## config.mk

```make
export PLATFORM = sky130hd
export DESIGN_NAME = dmd_decoder
export DESIGN_NICKNAME = d
export VERILOG_FILES = /design/src/hw/dmd_pkg.sv /design/src/hw/dmd_ext_bus.sv /design/src/hw/dmd_decoder.sv
export SDC_FILE = /design/constraint.sdc
export NUM_CORES = 1
export LEC_CHECK = 0
export BUFFER_PORTS_ARGS = -buffer_cell sky130_fd_sc_hd__buf_2
export CORE_MARGIN = 2
export CORE_UTILIZATION = 30
export DETAILED_ROUTE_END_ITERATION = 6
export HOLD_SLACK_MARGIN = 0.12
export PLACE_DENSITY = 0.47
export SYNTH_ARGS = -nofsm -noshare
export SYNTH_HDL_FRONTEND = slang
export SYNTH_SLANG_ARGS = --single-unit
```

## constraint.sdc

```tcl
create_clock -name sys_clk -period 7.74 [get_ports sys_clk]
set_clock_uncertainty 0.15 [all_clocks]
set_input_delay 1.161 -clock sys_clk [delete_from_list [all_inputs] [get_ports sys_clk]]
set_output_delay 1.161 -clock sys_clk [all_outputs]
set_load 0.01 [all_outputs]
```

## src/hw/dmd_pkg.sv

```systemverilog
// Constants and types shared by the data memory space decoder.
package dmd_pkg;
  // Address ranges of the internal data spaces.
  localparam logic [7:0] DIRECT_RAM_TOP = 8'h7f; // Highest byte of lower main RAM.
  localparam logic [7:0] BANK_AREA_TOP = 8'h1f; // Highest byte of the working register banks.
  localparam logic [7:0] BIT_AREA_LO = 8'h20; // First bit-addressable byte.
  localparam logic [7:0] BIT_AREA_HI = 8'h2f; // Last bit-addressable byte.
  localparam logic [15:0] AUX_TOP = 16'h00ff; // Highest pointer value that maps to auxiliary RAM.
  localparam logic [15:0] INT_CODE_TOP = 16'h7fff; // Highest internally fetched code address.
  localparam int BANK_SHIFT = 3; // Eight bytes per register bank.
  localparam int BUS_CYCLES = 4; // Clocks the read or write strobe stays low in one external data bus cycle.
  localparam logic [2:0] BUS_LAST = 3'h3; // Final count of an external bus cycle.

  // Operand addressing methods.
  typedef enum logic [2:0]
  {
    DMD_AM_REGISTER = 3'h0,
    DMD_AM_DIRECT = 3'h1,
    DMD_AM_INDIRECT = 3'h2,
    DMD_AM_IMMEDIATE = 3'h3,
    DMD_AM_BASE_INDEX = 3'h4
  } dmd_mode_e;

  // Instruction classes that steer routing.
  typedef enum logic [1:0]
  {
    DMD_OP_PLAIN = 2'h0,
    DMD_OP_EXT_MOVE = 2'h1,
    DMD_OP_CODE_READ = 2'h2
  } dmd_op_e;

  // Access targets.
  typedef enum logic [2:0]
  {
    DMD_TGT_NONE = 3'h0,
    DMD_TGT_MAIN_LO = 3'h1,
    DMD_TGT_MAIN_HI = 3'h2,
    DMD_TGT_AUX = 3'h3,
    DMD_TGT_SFA = 3'h4,
    DMD_TGT_EXT = 3'h5,
    DMD_TGT_CODE = 3'h6
  } dmd_tgt_e;

  // External bus cycle states, one-hot.
  typedef enum logic [3:0]
  {
    DMD_BUS_IDLE = 4'h1,
    DMD_BUS_ADDR = 4'h2,
    DMD_BUS_DATA = 4'h4,
    DMD_BUS_DONE = 4'h8
  } dmd_bus_e;
endpackage : dmd_pkg

```

## src/hw/dmd_ext_bus.sv

```systemverilog
// External data memory bus cycle engine on the multiplexed ports.
module dmd_ext_bus (
  input wire logic sys_clk, // Core clock.
  input wire logic srst, // Synchronous reset, active high.
  input wire logic start, // One-cycle request for a bus cycle.
  input wire logic wr, // High for a write cycle.
  input wire logic [15:0] addr, // Full 16-bit address.
  input wire logic [7:0] wdata, // Write data.
  input wire logic [7:0] low_addr_data_port_in, // Synchronised low port level.
  output logic [7:0] low_addr_data_port_out, // Low port drive value.
  output logic low_addr_data_port_oe, // Low port output enable.
  output logic [7:0] high_address_port_out, // High port drive value.
  output logic ext_wr_n, // Write strobe, active low.
  output logic ext_rd_n, // Read strobe, active low.
  output logic ale, // Address latch enable.
  output logic busy, // Bus cycle in progress.
  output logic done, // One-cycle pulse when the cycle ends.
  output logic [7:0] rdata // Data captured on a read.
);
  dmd_pkg::dmd_bus_e st_r, st_nxt; // Cycle state.
  logic [2:0] cnt_r, cnt_nxt; // Clock count within a phase.
  logic wr_r, wr_nxt; // Latched direction.
  logic [15:0] addr_r, addr_nxt; // Latched address.
  logic [7:0] wd_r, wd_nxt; // Latched write data.
  logic [7:0] rd_r, rd_nxt; // Captured read data.

  // Next-state logic: address phase, strobe phase, then release.
  always_comb
  begin
    st_nxt = st_r;
    cnt_nxt = cnt_r;
    wr_nxt = wr_r;
    addr_nxt = addr_r;
    wd_nxt = wd_r;
    rd_nxt = rd_r;
    case (st_r)
      dmd_pkg::DMD_BUS_IDLE:
      begin
        if (start)
        begin
          st_nxt = dmd_pkg::DMD_BUS_ADDR;
          wr_nxt = wr;
          addr_nxt = addr;
          wd_nxt = wdata;
          cnt_nxt = 3'h0;
        end
      end
      dmd_pkg::DMD_BUS_ADDR:
      begin
        st_nxt = dmd_pkg::DMD_BUS_DATA;
      end
      dmd_pkg::DMD_BUS_DATA:
      begin
        // The strobe is held for several clocks so slow memories can answer.
        cnt_nxt = cnt_r + 3'h1;
        if (cnt_r == dmd_pkg::BUS_LAST)
        begin
          st_nxt = dmd_pkg::DMD_BUS_DONE;
          if (!wr_r)
          begin
            rd_nxt = low_addr_data_port_in;
          end
        end
      end
      dmd_pkg::DMD_BUS_DONE:
      begin
        st_nxt = dmd_pkg::DMD_BUS_IDLE;
      end
      default:
      begin
        st_nxt = dmd_pkg::DMD_BUS_IDLE;
      end
    endcase
  end

  // State registers.
  always_ff @(posedge sys_clk)
  begin
    if (srst)
    begin
      st_r <= dmd_pkg::DMD_BUS_IDLE;
      cnt_r <= 3'h0;
      wr_r <= 1'b0;
      addr_r <= 16'h0000;
      wd_r <= 8'h00;
      rd_r <= 8'h00;
    end
    else
    begin
      st_r <= st_nxt;
      cnt_r <= cnt_nxt;
      wr_r <= wr_nxt;
      addr_r <= addr_nxt;
      wd_r <= wd_nxt;
      rd_r <= rd_nxt;
    end
  end

  // Pin drive follows the state: low address byte first, then data.
  assign ale = (st_r == dmd_pkg::DMD_BUS_ADDR);
  assign low_addr_data_port_out = ale ? addr_r[7:0] : wd_r;
  assign low_addr_data_port_oe = ale || (st_r == dmd_pkg::DMD_BUS_DATA && wr_r);
  assign high_address_port_out = addr_r[15:8];
  assign ext_wr_n = !(st_r == dmd_pkg::DMD_BUS_DATA && wr_r);
  assign ext_rd_n = !(st_r == dmd_pkg::DMD_BUS_DATA && !wr_r);
  assign busy = (st_r != dmd_pkg::DMD_BUS_IDLE);
  assign done = (st_r == dmd_pkg::DMD_BUS_DONE);
  assign rdata = rd_r;
endmodule : dmd_ext_bus

```

## src/hw/dmd_decoder.sv

```systemverilog
// Data memory space decoder and access router for the CPU core.
module dmd_decoder (
  input wire logic sys_clk, // Core clock, 10 MHz.
  input wire logic srst, // Synchronous reset, active high.
  input wire logic req, // One-cycle access request.
  input wire logic req_wr, // High for a write access.
  input wire logic req_dest, // Operand is a destination.
  input wire logic req_rmw, // Non-move operation on the destination.
  input wire logic [2:0] req_mode, // Addressing method.
  input wire logic [1:0] req_op, // Instruction class.
  input wire logic [7:0] req_addr, // Direct address or register number.
  input wire logic req_ptr_sel, // Pointer register one when high.
  input wire logic req_use_wide, // Use the wide data pointer.
  input wire logic [15:0] wide_data_pointer, // Wide data pointer value.
  input wire logic [15:0] code_base, // Table read base register.
  input wire logic [7:0] code_index, // Table read index register.
  input wire logic [7:0] req_wdata, // Write data.
  input wire logic [1:0] bank_select, // Bank field of the status register.
  input wire logic fetch_req, // Code fetch request.
  input wire logic [15:0] fetch_addr, // Code fetch address.
  input wire logic exec_external, // Current code runs from external memory.
  input wire logic protect_on, // Program memory protection activated.
  input wire logic external_access_select, // Access select pin.
  input wire logic [7:0] low_addr_data_port_in, // Low port pin level.
  output logic [7:0] low_addr_data_port_out, // Low port drive value.
  output logic low_addr_data_port_oe, // Low port output enable.
  output logic [7:0] high_address_port_out, // High port drive value.
  output logic ext_wr_n, // Write strobe, active low.
  output logic ext_rd_n, // Read strobe, active low.
  output logic ale, // Address latch enable.
  output logic [2:0] tgt, // Target of the current access.
  output logic [7:0] ram_addr, // Main or auxiliary RAM address.
  output logic [6:0] sfa_addr, // Special area register index.
  output logic ram_rd, // Read strobe to the chosen internal array.
  output logic ram_wr, // Write strobe to the chosen internal array.
  output logic bit_area, // Address lies in the bit-addressable bytes.
  output logic [15:0] code_addr, // Table read or fetch address.
  output logic code_internal, // Code address goes to internal memory.
  output logic ack, // One-cycle pulse: access complete.
  output logic refused, // One-cycle pulse: access refused.
  output logic [7:0] ext_rdata, // Read data from the external bus.
  output logic stall // Core must wait for the external bus.
);
  logic [7:0] ram_r [0:255]; // Copy of main RAM used for pointer fetch.
  logic ea1_r, ea1_nxt; // Access select, first sync stage.
  logic ea2_r, ea2_nxt; // Access select, second sync stage.
  logic ea_lat_r, ea_lat_nxt; // Access select caught at reset release.
  logic rst_d_r, rst_d_nxt; // Reset seen last cycle.
  logic [7:0] p0a_r, p0a_nxt; // Low port pins, first sync stage.
  logic [7:0] p0b_r, p0b_nxt; // Low port pins, second sync stage.
  logic [7:0] bank_base; // Byte offset of the active bank.
  logic [7:0] ptr; // Indirect pointer byte.
  logic [15:0] xptr; // External move pointer.
  logic [15:0] caddr; // Table read address.
  logic bus_start; // Launch an external cycle.
  logic bus_busy; // External cycle running.
  logic bus_done; // External cycle finished.
  logic [2:0] tgt_c; // Combinational target.
  logic [7:0] ram_addr_c; // Combinational RAM address.
  logic bad; // Combinational refusal.

  // Pins pass two flip-flops; the strap is caught in the cycle after reset.
  always_comb
  begin
    ea1_nxt = external_access_select;
    ea2_nxt = ea1_r;
    p0a_nxt = low_addr_data_port_in;
    p0b_nxt = p0a_r;
    rst_d_nxt = srst;
    ea_lat_nxt = rst_d_r ? ea2_r : ea_lat_r;
  end

  // Registers for pins and strap.
  // The synchronisers keep sampling during reset, so the strap is settled when reset ends.
  always_ff @(posedge sys_clk)
  begin
    if (srst)
    begin
      ea1_r <= ea1_nxt;
      ea2_r <= ea2_nxt;
      p0a_r <= p0a_nxt;
      p0b_r <= p0b_nxt;
      rst_d_r <= 1'b1;
      ea_lat_r <= 1'b0;
    end
    else
    begin
      ea1_r <= ea1_nxt;
      ea2_r <= ea2_nxt;
      p0a_r <= p0a_nxt;
      p0b_r <= p0b_nxt;
      rst_d_r <= rst_d_nxt;
      ea_lat_r <= ea_lat_nxt;
    end
  end

  // Shadow of main RAM; the decoder reads bank registers zero and one from it.
  // Keeping a local copy avoids a second read port on the core's array.
  always_ff @(posedge sys_clk)
  begin
    if (ram_wr && (tgt == dmd_pkg::DMD_TGT_MAIN_LO || tgt == dmd_pkg::DMD_TGT_MAIN_HI))
    begin
      ram_r[ram_addr] <= req_wdata;
    end
  end

  // Bank base: two status bits, eight bytes per bank, inside bytes 0-31.
  assign bank_base = {3'h0, bank_select, 3'h0};
  // Indirect pointer is register zero or one of the active bank.
  assign ptr = ram_r[bank_base | {7'h00, req_ptr_sel}];
  // External moves use the wide pointer or a zero-extended byte pointer.
  assign xptr = req_use_wide ? wide_data_pointer : {8'h00, ptr};
  // Table reads form base plus index.
  assign caddr = code_base + {8'h00, code_index};

  // Target decode.
  always_comb
  begin
    tgt_c = dmd_pkg::DMD_TGT_NONE;
    ram_addr_c = 8'h00;
    bad = 1'b0;
    if (req_op == dmd_pkg::DMD_OP_EXT_MOVE)
    begin
      // External data is reached only indirectly.
      if (req_mode != dmd_pkg::DMD_AM_INDIRECT)
      begin
        bad = 1'b1;
      end
      else if (xptr <= dmd_pkg::AUX_TOP)
      begin
        tgt_c = dmd_pkg::DMD_TGT_AUX;
        ram_addr_c = xptr[7:0];
      end
      else
      begin
        tgt_c = dmd_pkg::DMD_TGT_EXT;
      end
    end
    else if (req_op == dmd_pkg::DMD_OP_CODE_READ)
    begin
      if (req_mode != dmd_pkg::DMD_AM_BASE_INDEX)
      begin
        bad = 1'b1;
      end
      else if (protect_on && exec_external && caddr <= dmd_pkg::INT_CODE_TOP && ea_lat_r)
      begin
        bad = 1'b1;
      end
      else
      begin
        tgt_c = dmd_pkg::DMD_TGT_CODE;
      end
    end
    else if (req_dest && (req_mode == dmd_pkg::DMD_AM_IMMEDIATE || req_mode == dmd_pkg::DMD_AM_BASE_INDEX))
    begin
      bad = 1'b1;
    end
    else if (req_mode == dmd_pkg::DMD_AM_REGISTER)
    begin
      tgt_c = dmd_pkg::DMD_TGT_MAIN_LO;
      ram_addr_c = bank_base | {5'h00, req_addr[2:0]};
    end
    else if (req_mode == dmd_pkg::DMD_AM_DIRECT)
    begin
      // Upper direct addresses select the special area, never upper RAM.
      if (req_addr <= dmd_pkg::DIRECT_RAM_TOP)
      begin
        tgt_c = dmd_pkg::DMD_TGT_MAIN_LO;
        ram_addr_c = req_addr;
      end
      else
      begin
        tgt_c = dmd_pkg::DMD_TGT_SFA;
      end
    end
    else if (req_mode == dmd_pkg::DMD_AM_INDIRECT)
    begin
      // Indirect covers all 256 bytes, so a stack may sit anywhere.
      ram_addr_c = ptr;
      tgt_c = (ptr <= dmd_pkg::DIRECT_RAM_TOP) ? dmd_pkg::DMD_TGT_MAIN_LO : dmd_pkg::DMD_TGT_MAIN_HI;
    end
    else
    begin
      tgt_c = dmd_pkg::DMD_TGT_NONE; // Immediate source needs no memory.
    end
  end

  // Outputs to the internal arrays.
  assign tgt = req ? tgt_c : dmd_pkg::DMD_TGT_NONE;
  assign ram_addr = ram_addr_c;
  assign sfa_addr = req_addr[6:0];
  // A non-move destination is read as a source as well as written.
  assign ram_rd = req && !bad && tgt_c != dmd_pkg::DMD_TGT_EXT && (!req_wr || req_rmw);
  assign ram_wr = req && !bad && req_wr && tgt_c != dmd_pkg::DMD_TGT_EXT && tgt_c != dmd_pkg::DMD_TGT_CODE;
  assign bit_area = ram_addr_c >= dmd_pkg::BIT_AREA_LO && ram_addr_c <= dmd_pkg::BIT_AREA_HI;
  // Code fetches split on the latched strap; table reads use their own sum.
  assign code_addr = (req && req_op == dmd_pkg::DMD_OP_CODE_READ) ? caddr : fetch_addr;
  assign code_internal = ea_lat_r && code_addr <= dmd_pkg::INT_CODE_TOP && (fetch_req || !bad);
  // Only external targets start the bus, so auxiliary hits leave the pins idle.
  assign bus_start = req && !bad && tgt_c == dmd_pkg::DMD_TGT_EXT && !bus_busy;
  assign stall = bus_busy || (req && tgt_c == dmd_pkg::DMD_TGT_EXT && !bad);
  assign ack = (req && !bad && tgt_c != dmd_pkg::DMD_TGT_EXT) || bus_done;
  assign refused = req && bad;

  // External bus engine for pointers above the auxiliary range.
  dmd_ext_bus u_bus (
    .sys_clk(sys_clk),
    .srst(srst),
    .start(bus_start),
    .wr(req_wr),
    .addr(xptr),
    .wdata(req_wdata),
    .low_addr_data_port_in(p0b_r),
    .low_addr_data_port_out(low_addr_data_port_out),
    .low_addr_data_port_oe(low_addr_data_port_oe),
    .high_address_port_out(high_address_port_out),
    .ext_wr_n(ext_wr_n),
    .ext_rd_n(ext_rd_n),
    .ale(ale),
    .busy(bus_busy),
    .done(bus_done),
    .rdata(ext_rdata)
  );
endmodule : dmd_decoder

```

==> key figures, run 1 <==
Run status
  – Status: finished clean

Placed design
  – Placer Congestion: a little over 0.8
  – Hpwl dp: roughly 13,000 µm
  – Port Buffers: 167

Clocking
  – Clk sinks: 124
  – CTS tree: yes
  – Worst skew pair latency: 0.40 ns
  – Clock transition at the registers of the reported paths: about 0.05 ns
  – Clock buffer depth: 2
  – PostCTS Resize Cnt: 0
  – Hold buffers post-CTS: 0
  – H-tree lvl count: 4
  – Num CTS Buffers: 17
  – Clock Root Buffer: clkbuf_16
  – Postcts setup bufs: 0

Finish
  – Antenna cells: 0
  – Ratio of cells with drive above 1 in the final layout: 36.04%
  – Most frequent cells in the layout: buf_2 (167), nand2_1 (75), edfxtp_1 (64)
  – Final #Nets: around 800
  – Syn-to-layout area delta: 28.16%
  – Most common cell after layout, fill and taps aside: buf_2

Drt
  – Drt total wl: 16,640 µm
  – Post-DRT Antenna Nets: 0
  – Via/cell ratio: slightly below 5
  – Per-cell routed wire length: ~17 µm
  – First-pass iteration count of the detailed router: 4
  – Initial DRC count: 268
  – Via count: roughly 4.7k
  – Drt drc: 0

STA
  – Rel. slew slack: a little under a quarter
  – Setup Viol. Count Final: 0
  – Worst Tran Pin Value: about 1.2 ns
  – Final Hold Vio Count: 0
  – Slew Limit Fails: 0
  – Highest Clock Rate: roughly 0.19 GHz
  – TNS Setup: 0 ns
  – RSZ-0062 raised after global routing: false
  – Tmin final: 5.349 ns
  – Crit share post-route: approximately 70%

Logic synthesis
  – Seq/Total Area, Yosys: 53.13%
  – Share of synthesized registers carrying an async set or reset: 0%
  – Synth cell types: 57
  – Syn Area/Cell: between 10 and 15 µm²
  – Main synth FF type: edfxtp_1
  – Mapped Area: between 5000 and 6000 µm²
  – Post-synth EDFFs: 64
  – Seq cells post-synth: 124
  – Syn. warnings: 0
  – Mapped Cells: 535
  – Post-synthesis net count: roughly 650

Setup path
  – CP required: about 6.4 ns
  – Startpoint Class: input pin
  – Reg2reg end: ram_r[0][2]
  – R2R depth: 6
  – Critical path class: input pin to output port
  – Crit-path max FO: 4
  – R2r setup slk: a little under 4 ns
  – Worst Path Arrival: about 4.0 ns
  – R2R Path Start: ram_r[24][0]
  – Crit. End Element: output port

Floorplan
  – Die Span X: around 140 µm
  – Initial core utilization: ~30%
  – Chip height: 144.0 µm
  – # IOs: roughly 170
  – Die ar.: 20,730 µm²
  – # rows: 51
  – Core Region: 19,330 µm²

Global routing
  – GRT Total Usage: around 16%
  – Vias in the first global route: roughly 4.5k
  – Largest net degree at the start of global routing: 42
  – Antenna violations before repair: 0
  – Gr ovfl total: 0
  – First-pass GRT wire length: 24,700 µm

Min path
  – Hold path start: p0a_r[4]
  – Hold Path Depth: 0
  – Hold EP: p0b_r[4]
  – Hold Path Class: register to register

Power
  – P_leak: between 0.003 and 0.004 µW
  – Peak VDD IR: ~0.00011 V
  – Pwr dens: 218.8 nW/µm²
  – Power, Total: 1649 µW

Job
  – Max_cap viols: 0
-- cell usage after synthesis, drive strengths merged (2+ instances only) --
master | instances | area (µm²)
nand4 | 3 | 18.77
o221ai | 2 | 17.52
nand2 | 75 | 281.5
nand2b | 4 | 25.02
xor2 | 5 | 43.79
o21ai | 21 | 105.1
a211oi | 3 | 22.52
nor4 | 8 | 56.30
o31ai | 3 | 22.52
ha | 10 | 125.1
nor4b | 4 | 41.29
and4 | 2 | 17.52
mux2i | 15 | 150.1
and2 | 2 | 12.51
a21oi | 40 | 200.2
a211o | 2 | 17.52
a21o | 4 | 30.03
dfxtp | 60 | 1201
nor2b | 2 | 12.51
inv | 16 | 60.06
a31oi | 4 | 25.02
mux2 | 20 | 225.2
and3 | 3 | 18.77
or2 | 3 | 18.77
edfxtp | 64 | 1922
nand3b | 3 | 22.52
clkbuf | 20 | 75.07
nor3 | 14 | 70.07
xnor2 | 11 | 96.34
nand3 | 16 | 85.08
mux4 | 16 | 367.9
nor3b | 6 | 45.04
a222oi | 3 | 30.03
buf | 19 | 136.4
nor2 | 37 | 138.9
-- worst max path at each step --
stage	start	to	cells past startpoint
after global routing	code_base[0]	code_addr[10]	11
after CTS	code_base[0]	code_addr[12]	11
after detailed placement	code_base[0]	code_addr[12]	11
after floorplan	code_base[0]	code_addr[12]	9
after global placement	req_ptr_sel	ram_addr[0]	7
final	code_base[0]	code_addr[12]	11
-- stage by stage --
stage | instance area [µm²] | setup slack (ns) | cells | util (%) | hold slack, ns
CTS | 7533 | 2.377 | 967 | 38.96 | 0.1753
finish | 7533 | 2.391 | 967 | 38.96 | 0.1728
global route | 7533 | 2.059 | 967 | 38.96 | 0.1786
floorplan | 5878 | 2.881 | 535 | - | 0.1596
detailed placement | 6933 | 2.392 | 935 | 35.86 | 0.1621
global placement | 6933 | 2.499 | 935 | 35.86 | 0.1604
-- sequential cells by signal (all words and copies together), names as in the netlist, 3 cells and up --
| name | count |
|---|---|
| ram_r | 64 |
| u_bus.addr_r | 16 |
| p0a_r | 8 |
| p0b_r | 8 |
| u_bus.rdata | 8 |
| u_bus.wd_r | 8 |
| u_bus.st_r | 4 |
| u_bus.cnt_r | 3 |
-- final cells by class --
cell class                 count  area (µm²)
inverter                      16       60.06
sequential                   124        3123
timing repair buffer         174       888.4
fill                        1932       11800
multi-input combinational    356        2530
clock buffer                  18       429.2
clock inverter                14       171.4
tap                          265       331.6
-- where the power goes --
part           switching (µW)  internal, µW  total (µW)
Clock                     280           506         786
Sequential               2.12           698         700
Combinational            94.5          67.9         162
-- critical path, cell delays in order --
cell       delay [ns]
buf_2            0.10
ha_1             0.23
fa_1             0.42
a21o_1           0.20
a21oi_1          0.22
o21bai_1         0.11
a2111oi_0        0.91
nor4bb_1         0.18
xnor2_1          0.17
o21ai_0          0.16
buf_2            0.17
-- routing by layer --
metal	part of all wire [%]	up-vias	wire length, µm	GRT usage, %
met5	0	-	0	0
li1	-	2259	-	-
met4	1.4	0	229	5.057
met1	43	2240	7182	19.51
met2	48	178	7932	26.97
met3	7.8	17	1295	4.437
-- logic make-up after synthesis --
family	count (synthesis)	synth area share, %
flops	124	53.13
compound gates	92	9.430
fa+ha+maj	11	2.469
mux	51	12.64
buf+inv	55	4.619
simple gates	186	15.33
xor+xnor	16	2.384
Note: power is estimated with default switching activity, not from simulation.
==> inputs of run 2 (changes only) <==
==> constraint.sdc (replaced) <==
create_clock -name sys_clk -period 5.1 [get_ports sys_clk]
set_clock_uncertainty 0.15 [all_clocks]
set_input_delay 0.765 -clock sys_clk [delete_from_list [all_inputs] [get_ports sys_clk]]
set_output_delay 0.765 -clock sys_clk [all_outputs]
set_load 0.01 [all_outputs]
==> run 2 against run 1 <==
Against the previous run:
- highest routed layer unchanged
- power up 53%
- flip-flop and latch count stayed put
- design area up 0.15%
- critical path type unchanged
- critical path depth shrank 4
- global-route usage rose by 0.26 points
- final cell count up 0.72%
- wire length grew 0.39%
- worst hold slack gained 0.0011 ns
- largest cell class unchanged
==> key figures, run 2 (synthesis results as in run 1) <==
STA
  – Highest Clock Rate: between 0.2 and 0.25 GHz
  – Crit share post-route: 83.59%
  – Tmin final: between 4 and 5 ns
  – TNS Setup: 0 ns
  – Setup Viol. Count Final: 0
  – Slew Limit Fails: 0
  – RSZ-0062 raised after global routing: false
  – Rel. slew slack: about two fifths
  – Worst Tran Pin Value: 0.9093 ns
  – Final Hold Vio Count: 0

Floorplan
  – Initial core utilization: slightly above 30%
  – Die ar.: 20,730 µm²
  – # rows: 51
  – Core Region: 19,330 µm²
  – Chip height: 144.0 µm
  – # IOs: 168
  – Die Span X: between 100 and 150 µm

Finish
  – Biggest regs: ram_r (64), u_bus.addr_r (16)
  – Most frequent cells in the layout: buf_2 (167), nand2_1 (75), edfxtp_1 (64)
  – Most flops, register: ram_r
  – Final #Nets: between 800 and 900
  – Most common cell after layout, fill and taps aside: buf_2
  – Largest register FFs: between 60 and 70
  – Antenna cells: 0
  – Finished Layout Cells: 974
  – Ratio of cells with drive above 1 in the final layout: between 30% and 40%
  – Syn-to-layout area delta: 28.35%
  – Post-Layout Inst Area: about 7500 µm²
  – Core Util, Final: ~39%

Setup path
  – CP required: 4.18 ns
  – Reg2reg end: ram_r[0][3]
  – Crit-path max FO: 16
  – Critical path class: input pin to output port
  – R2R depth: 7
  – R2R Path Start: ram_r[17][0]
  – Crit. End Element: output port
  – R2r setup slk: ~1.7 ns
  – Startpoint Class: input pin
  – Worst Path Arrival: roughly 3.4 ns

Drt
  – Per-cell routed wire length: approximately 17 µm
  – Initial DRC count: 343
  – Drt total wl: about 17,000 µm
  – Drt drc: 0
  – Via count: roughly 4.6k
  – First-pass iteration count of the detailed router: 5
  – Post-DRT Antenna Nets: 0
  – Via/cell ratio: 4.768

Clocking
  – Clock Root Buffer: clkbuf_16
  – Postcts setup bufs: 0
  – CTS tree: yes
  – Clock buffer depth: 2
  – H-tree lvl count: 4
  – Num CTS Buffers: 17
  – Clock transition at the registers of the reported paths: around 0.060 ns
  – PostCTS Resize Cnt: 0
  – Clk sinks: about 120
  – Hold buffers post-CTS: 0
  – Worst skew pair latency: ~0.42 ns

Placed design
  – Inst Count DP: 942
  – DP Area: 6945 µm²
  – Port Buffers: approximately 170
  – Hpwl dp: between 10,000 and 15,000 µm
  – Placer Congestion: approximately 0.8

Global routing
  – First-pass GRT wire length: 24,810 µm
  – Gr ovfl total: 0
  – Largest net degree at the start of global routing: 42
  – Vias in the first global route: between 4k and 5k
  – GRT Total Usage: between 15 and 20%
  – Antenna violations before repair: 0

Power
  – Peak VDD IR: 0.0002113 V
  – P_leak: between 0.003 and 0.004 µW
  – Pwr dens: 334.3 nW/µm²
  – Power, Total: 2522 µW

Run status
  – Status: finished clean

Min path
  – Hold Path Depth: 0
  – Hold Path Class: register to register
  – Hold EP: p0b_r[4]
  – Hold path start: p0a_r[4]

Job
  – Max_cap viols: 0
-- run 2: cell count changes in the layout (fill, tap and decap cells not counted), moves of 2 or more --
cell,previous run,this run
inv_6,1,10
clkinv_1,2,0
nor4_2,5,1
clkinvlp_4,4,0
nor4_1,3,7
nor3_1,11,14
nor3_2,3,0
buf_4,7,14
-- run 2: per-stage QoR --
stage / hold WS, ns / worst slack (ns)
2_1_floorplan: 0.1596 / 0.9369
5_1_grt: 0.1791 / 0.5838
3_3_place_gp: 0.1612 / 0.7621
3_5_place_dp: 0.1621 / 0.6568
4_1_cts: 0.1755 / 0.7959
6_report: 0.1739 / 0.8371
-- run 2: area by class of cell --
class	instances	area, µm²
clock buffers	17	425.4
inverters	16	60.06
well taps	265	331.6
multi-input cells	356	2490
clock inverters	15	173.9
flip-flops and latches	124	3123
repair buffers	181	940.9
fillers	1937	11790
-- run 2: worst max path at each step --
stage / start / endpoint / slack, ns / cells past startpoint
after floorplan: bank_select[0] / ram_r[17][0] / 0.94 / 9
after detailed placement: req_ptr_sel / ram_r[0][7] / 0.66 / 8
final: req_ptr_sel / ram_addr[0] / 0.84 / 7
after CTS: req_ptr_sel / ram_addr[0] / 0.80 / 7
after global routing: req_ptr_sel / ram_addr[0] / 0.58 / 7
after global placement: req_ptr_sel / ram_r[0][7] / 0.76 / 8
-- run 2: report_power, final --
part           internal, µW  leakage (µW)  total (µW)  switching (µW)
logic                   104       0.00177         245             141
clock network           737      0.000295        1210             478
registers              1060       0.00107        1060            3.22
total                  1900       0.00313        2520             622
-- run 2: critical path, cell delays in order --
cell and delay, ns:
buf_2 0.44, mux4_1 0.62, mux2_2 0.30, mux2_2 0.28, a222oi_1 0.64, inv_1 0.12
buf_2 0.18
-- run 2: per-layer routing --
layer	share of wire [%]	track usage, %	vias up
met5	0	0	-
met4	1.1	5.108	0
met3	7.0	4.404	13
met2	47	26.39	147
met1	45	20.78	2206
li1	-	-	2278
==> inputs of run 3 (changes only) <==
==> constraint.sdc (replaced) <==
create_clock -name sys_clk -period 4.2 [get_ports sys_clk]
set_clock_uncertainty 0.15 [all_clocks]
set_input_delay 0.63 -clock sys_clk [delete_from_list [all_inputs] [get_ports sys_clk]]
set_output_delay 0.63 -clock sys_clk [all_outputs]
set_load 0.01 [all_outputs]
==> run 3 against run 2 <==
Against the previous run:
- worst hold slack barely moved
- sequential share of layout area fell by 0.18 points
- sequential power rose by 22%
- register-to-register slack got worse by 0.75 ns
- core utilization rose by 0.17 points
- final cell count rose by 0.51%
- clock power rose by 14%
- first-iteration DRC count rose by 7.3%
- critical endpoint is now code_addr[10]
==> key figures, run 3 (synthesis results as in run 1) <==
Run status
  – Status: finished clean

Min path
  – Hold Path Class: register to register
  – Hold Path Depth: 0
  – Hold EP: p0b_r[3]
  – Hold path start: p0a_r[3]

Setup path
  – Slowest-stage cell, CP: fa_1
  – R2R Path Start: ram_r[8][4]
  – R2r setup slk: 0.92 ns
  – Critical-path cell list: buf_2, ha_1, fa_1, a21o_1, a21oi_1, o21bai_1, a2111oi_0, buf_4, nor3_1, xnor2_1, o21ai_0, buf_2
  – Crit-path max FO: 4
  – CP required: ~3.4 ns
  – Startpoint Class: input pin
  – CP delay by family, top: compound AO/OA/AOI/OAI gates
  – Worst path max stage delay: approximately 0.42 ns
  – Most used cell, CP: buf_2
  – R2R depth: 8
  – Worst Path Arrival: slightly above 3 ns
  – Reg2reg end: ram_r[1][5]
  – Critical path class: input pin to output port
  – Sum of buffers and inverters on the critical path: 3
  – Crit. End Element: output port

Power
  – Peak VDD IR: about 0.00023 V
  – P_leak: about 0.0032 µW
  – Pwr dens: roughly 400 nW/µm²
  – Power, Total: approximately 3000 µW

Finish
  – Multi-input logic area: roughly 2500 µm²
  – Final #Nets: between 800 and 900
  – Post-Layout Inst Area: 7577 µm²
  – Register Area: ~3100 µm²
  – Fillers: about 1.9k
  – Most frequent cells in the layout: buf_2 (167), nand2_1 (75), edfxtp_1 (64)
  – Syn-to-layout area delta: 28.91%
  – Biggest regs: ram_r (64), u_bus.addr_r (16)
  – Largest register FFs: 64
  – Antenna cells: 0
  – Finished Layout Cells: 979
  – Ratio of cells with drive above 1 in the final layout: between 30% and 40%
  – Most common cell after layout, fill and taps aside: buf_2
  – Most flops, register: ram_r

STA
  – Tmin final: about 4 ns
  – Slew Limit Fails: 0
  – Rel. slew slack: between 40% and 50%
  – Final Hold Vio Count: 0
  – Highest Clock Rate: 0.2574 GHz
  – Crit share post-route: 92.51%
  – RSZ-0062 raised after global routing: false
  – Worst Tran Pin Value: around 0.90 ns
  – WHS: about 0.17 ns
  – TNS Setup: 0 ns
  – Setup Viol. Count Final: 0

Clocking
  – Postcts setup bufs: 0
  – Worst skew pair latency: roughly 0.41 ns
  – Hold buffers post-CTS: 0
  – PostCTS Resize Cnt: 0
  – Clock buffer depth: 2
  – Clk sinks: about 120
  – H-tree lvl count: 4
  – Clock Root Buffer: clkbuf_16
  – Clock transition at the registers of the reported paths: approximately 0.050 ns
  – CTS tree: yes
  – Num CTS Buffers: 17

Drt
  – Drt drc: 0
  – Metal2 WL: slightly above 8000 µm
  – Drt total wl: roughly 17,000 µm
  – Via/cell ratio: between 4 and 5
  – Wire length on met1: about 7300 µm
  – Via count: 4,753
  – Per-cell routed wire length: ~18 µm
  – Initial DRC count: 368
  – Post-DRT Antenna Nets: 0
  – Highest routed layer: met4
  – Routed wl met3: ~1400 µm
  – First-pass iteration count of the detailed router: 4

Floorplan
  – Die ar.: between 20,000 and 25,000 µm²
  – Core Region: roughly 19,000 µm²
  – # IOs: roughly 170
  – Die Span X: 144.0 µm
  – # rows: just over 50
  – Initial core utilization: roughly 30%
  – Chip height: between 100 and 150 µm

Global routing
  – Largest net degree at the start of global routing: 42
  – Vias in the first global route: ~4.5k
  – Gr ovfl total: 0
  – First-pass GRT wire length: 24,920 µm
  – GRT Total Usage: approximately 16%
  – Antenna violations before repair: 0

Placed design
  – Inst Count DP: between 900 and 1k
  – DP Area: 6995 µm²
  – Placer Congestion: roughly 0.86
  – Port Buffers: about 170
  – Hpwl dp: roughly 13,000 µm

Job
  – Max_cap viols: 0
==> run 3: cell count changes in the layout (fill, tap and decap cells not counted), moves of 2 or more <==
| cell | before | now |
|---|---|---|
| inv_6 | 10 | 0 |
| bufinv_16 | 2 | 0 |
| buf_4 | 14 | 18 |
| clkinv_2 | 0 | 5 |
| clkbuf_16 | 17 | 20 |
==> run 3: power by group <==
group / switching, µW / leakage (µW) / internal (µW)
registers: 4.03 / 0.00107 / 1290
clock network: 506 / 0.000292 / 878
logic: 174 / 0.00180 / 131
total: 684 / 0.00316 / 2300
==> run 3: area by class of cell <==
cell class / count / area share (%)
well taps: 265 / 4.376
clock buffers: 23 / 6.935
repair buffers: 186 / 13.08
multi-input cells: 356 / 32.86
inverters: 16 / 0.7926
clock inverters: 9 / 0.7431
flip-flops and latches: 124 / 41.22
==> run 3: worst max path at each step <==
stage / from / end / slack [ns] / cells past startpoint
final: code_base[0] / code_addr[10] / 0.31 / 12
after detailed placement: req_ptr_sel / ram_r[1][7] / 0.18 / 9
after global routing: code_base[0] / code_addr[10] / 0.07 / 12
after CTS: code_base[0] / code_addr[10] / 0.26 / 12
after global placement: req_ptr_sel / ram_r[1][7] / 0.12 / 9
after floorplan: bank_select[0] / ram_r[17][0] / 0.17 / 9
==> run 3: through the flow <==
step | setup slack [ns] | utilization [%]
after CTS | 0.2561 | 39.19
after detailed placement | 0.1842 | 36.18
final | 0.3144 | 39.19
after global placement | 0.1242 | 36.18
after floorplan | 0.1719 | -
after global routing | 0.06788 | 39.19
==> run 3: routing by layer <==
layer / global-route usage, % / up-vias
li1: - / 2295
met1: 20.51 / 2243
met2: 26.29 / 195
met3: 4.371 / 20
met4: 5.882 / 0
met5: 0 / -
==> run 3: worst register-to-register path: stages (launching register included) <==
cell	delay (ns)
edfxtp_1	0.40
mux4_2	0.47
mux2_2	0.28
mux2_2	0.28
nand2_1	0.07
o31ai_1	0.18
or2_2	0.37
nor4_1	0.53
buf_4	0.26
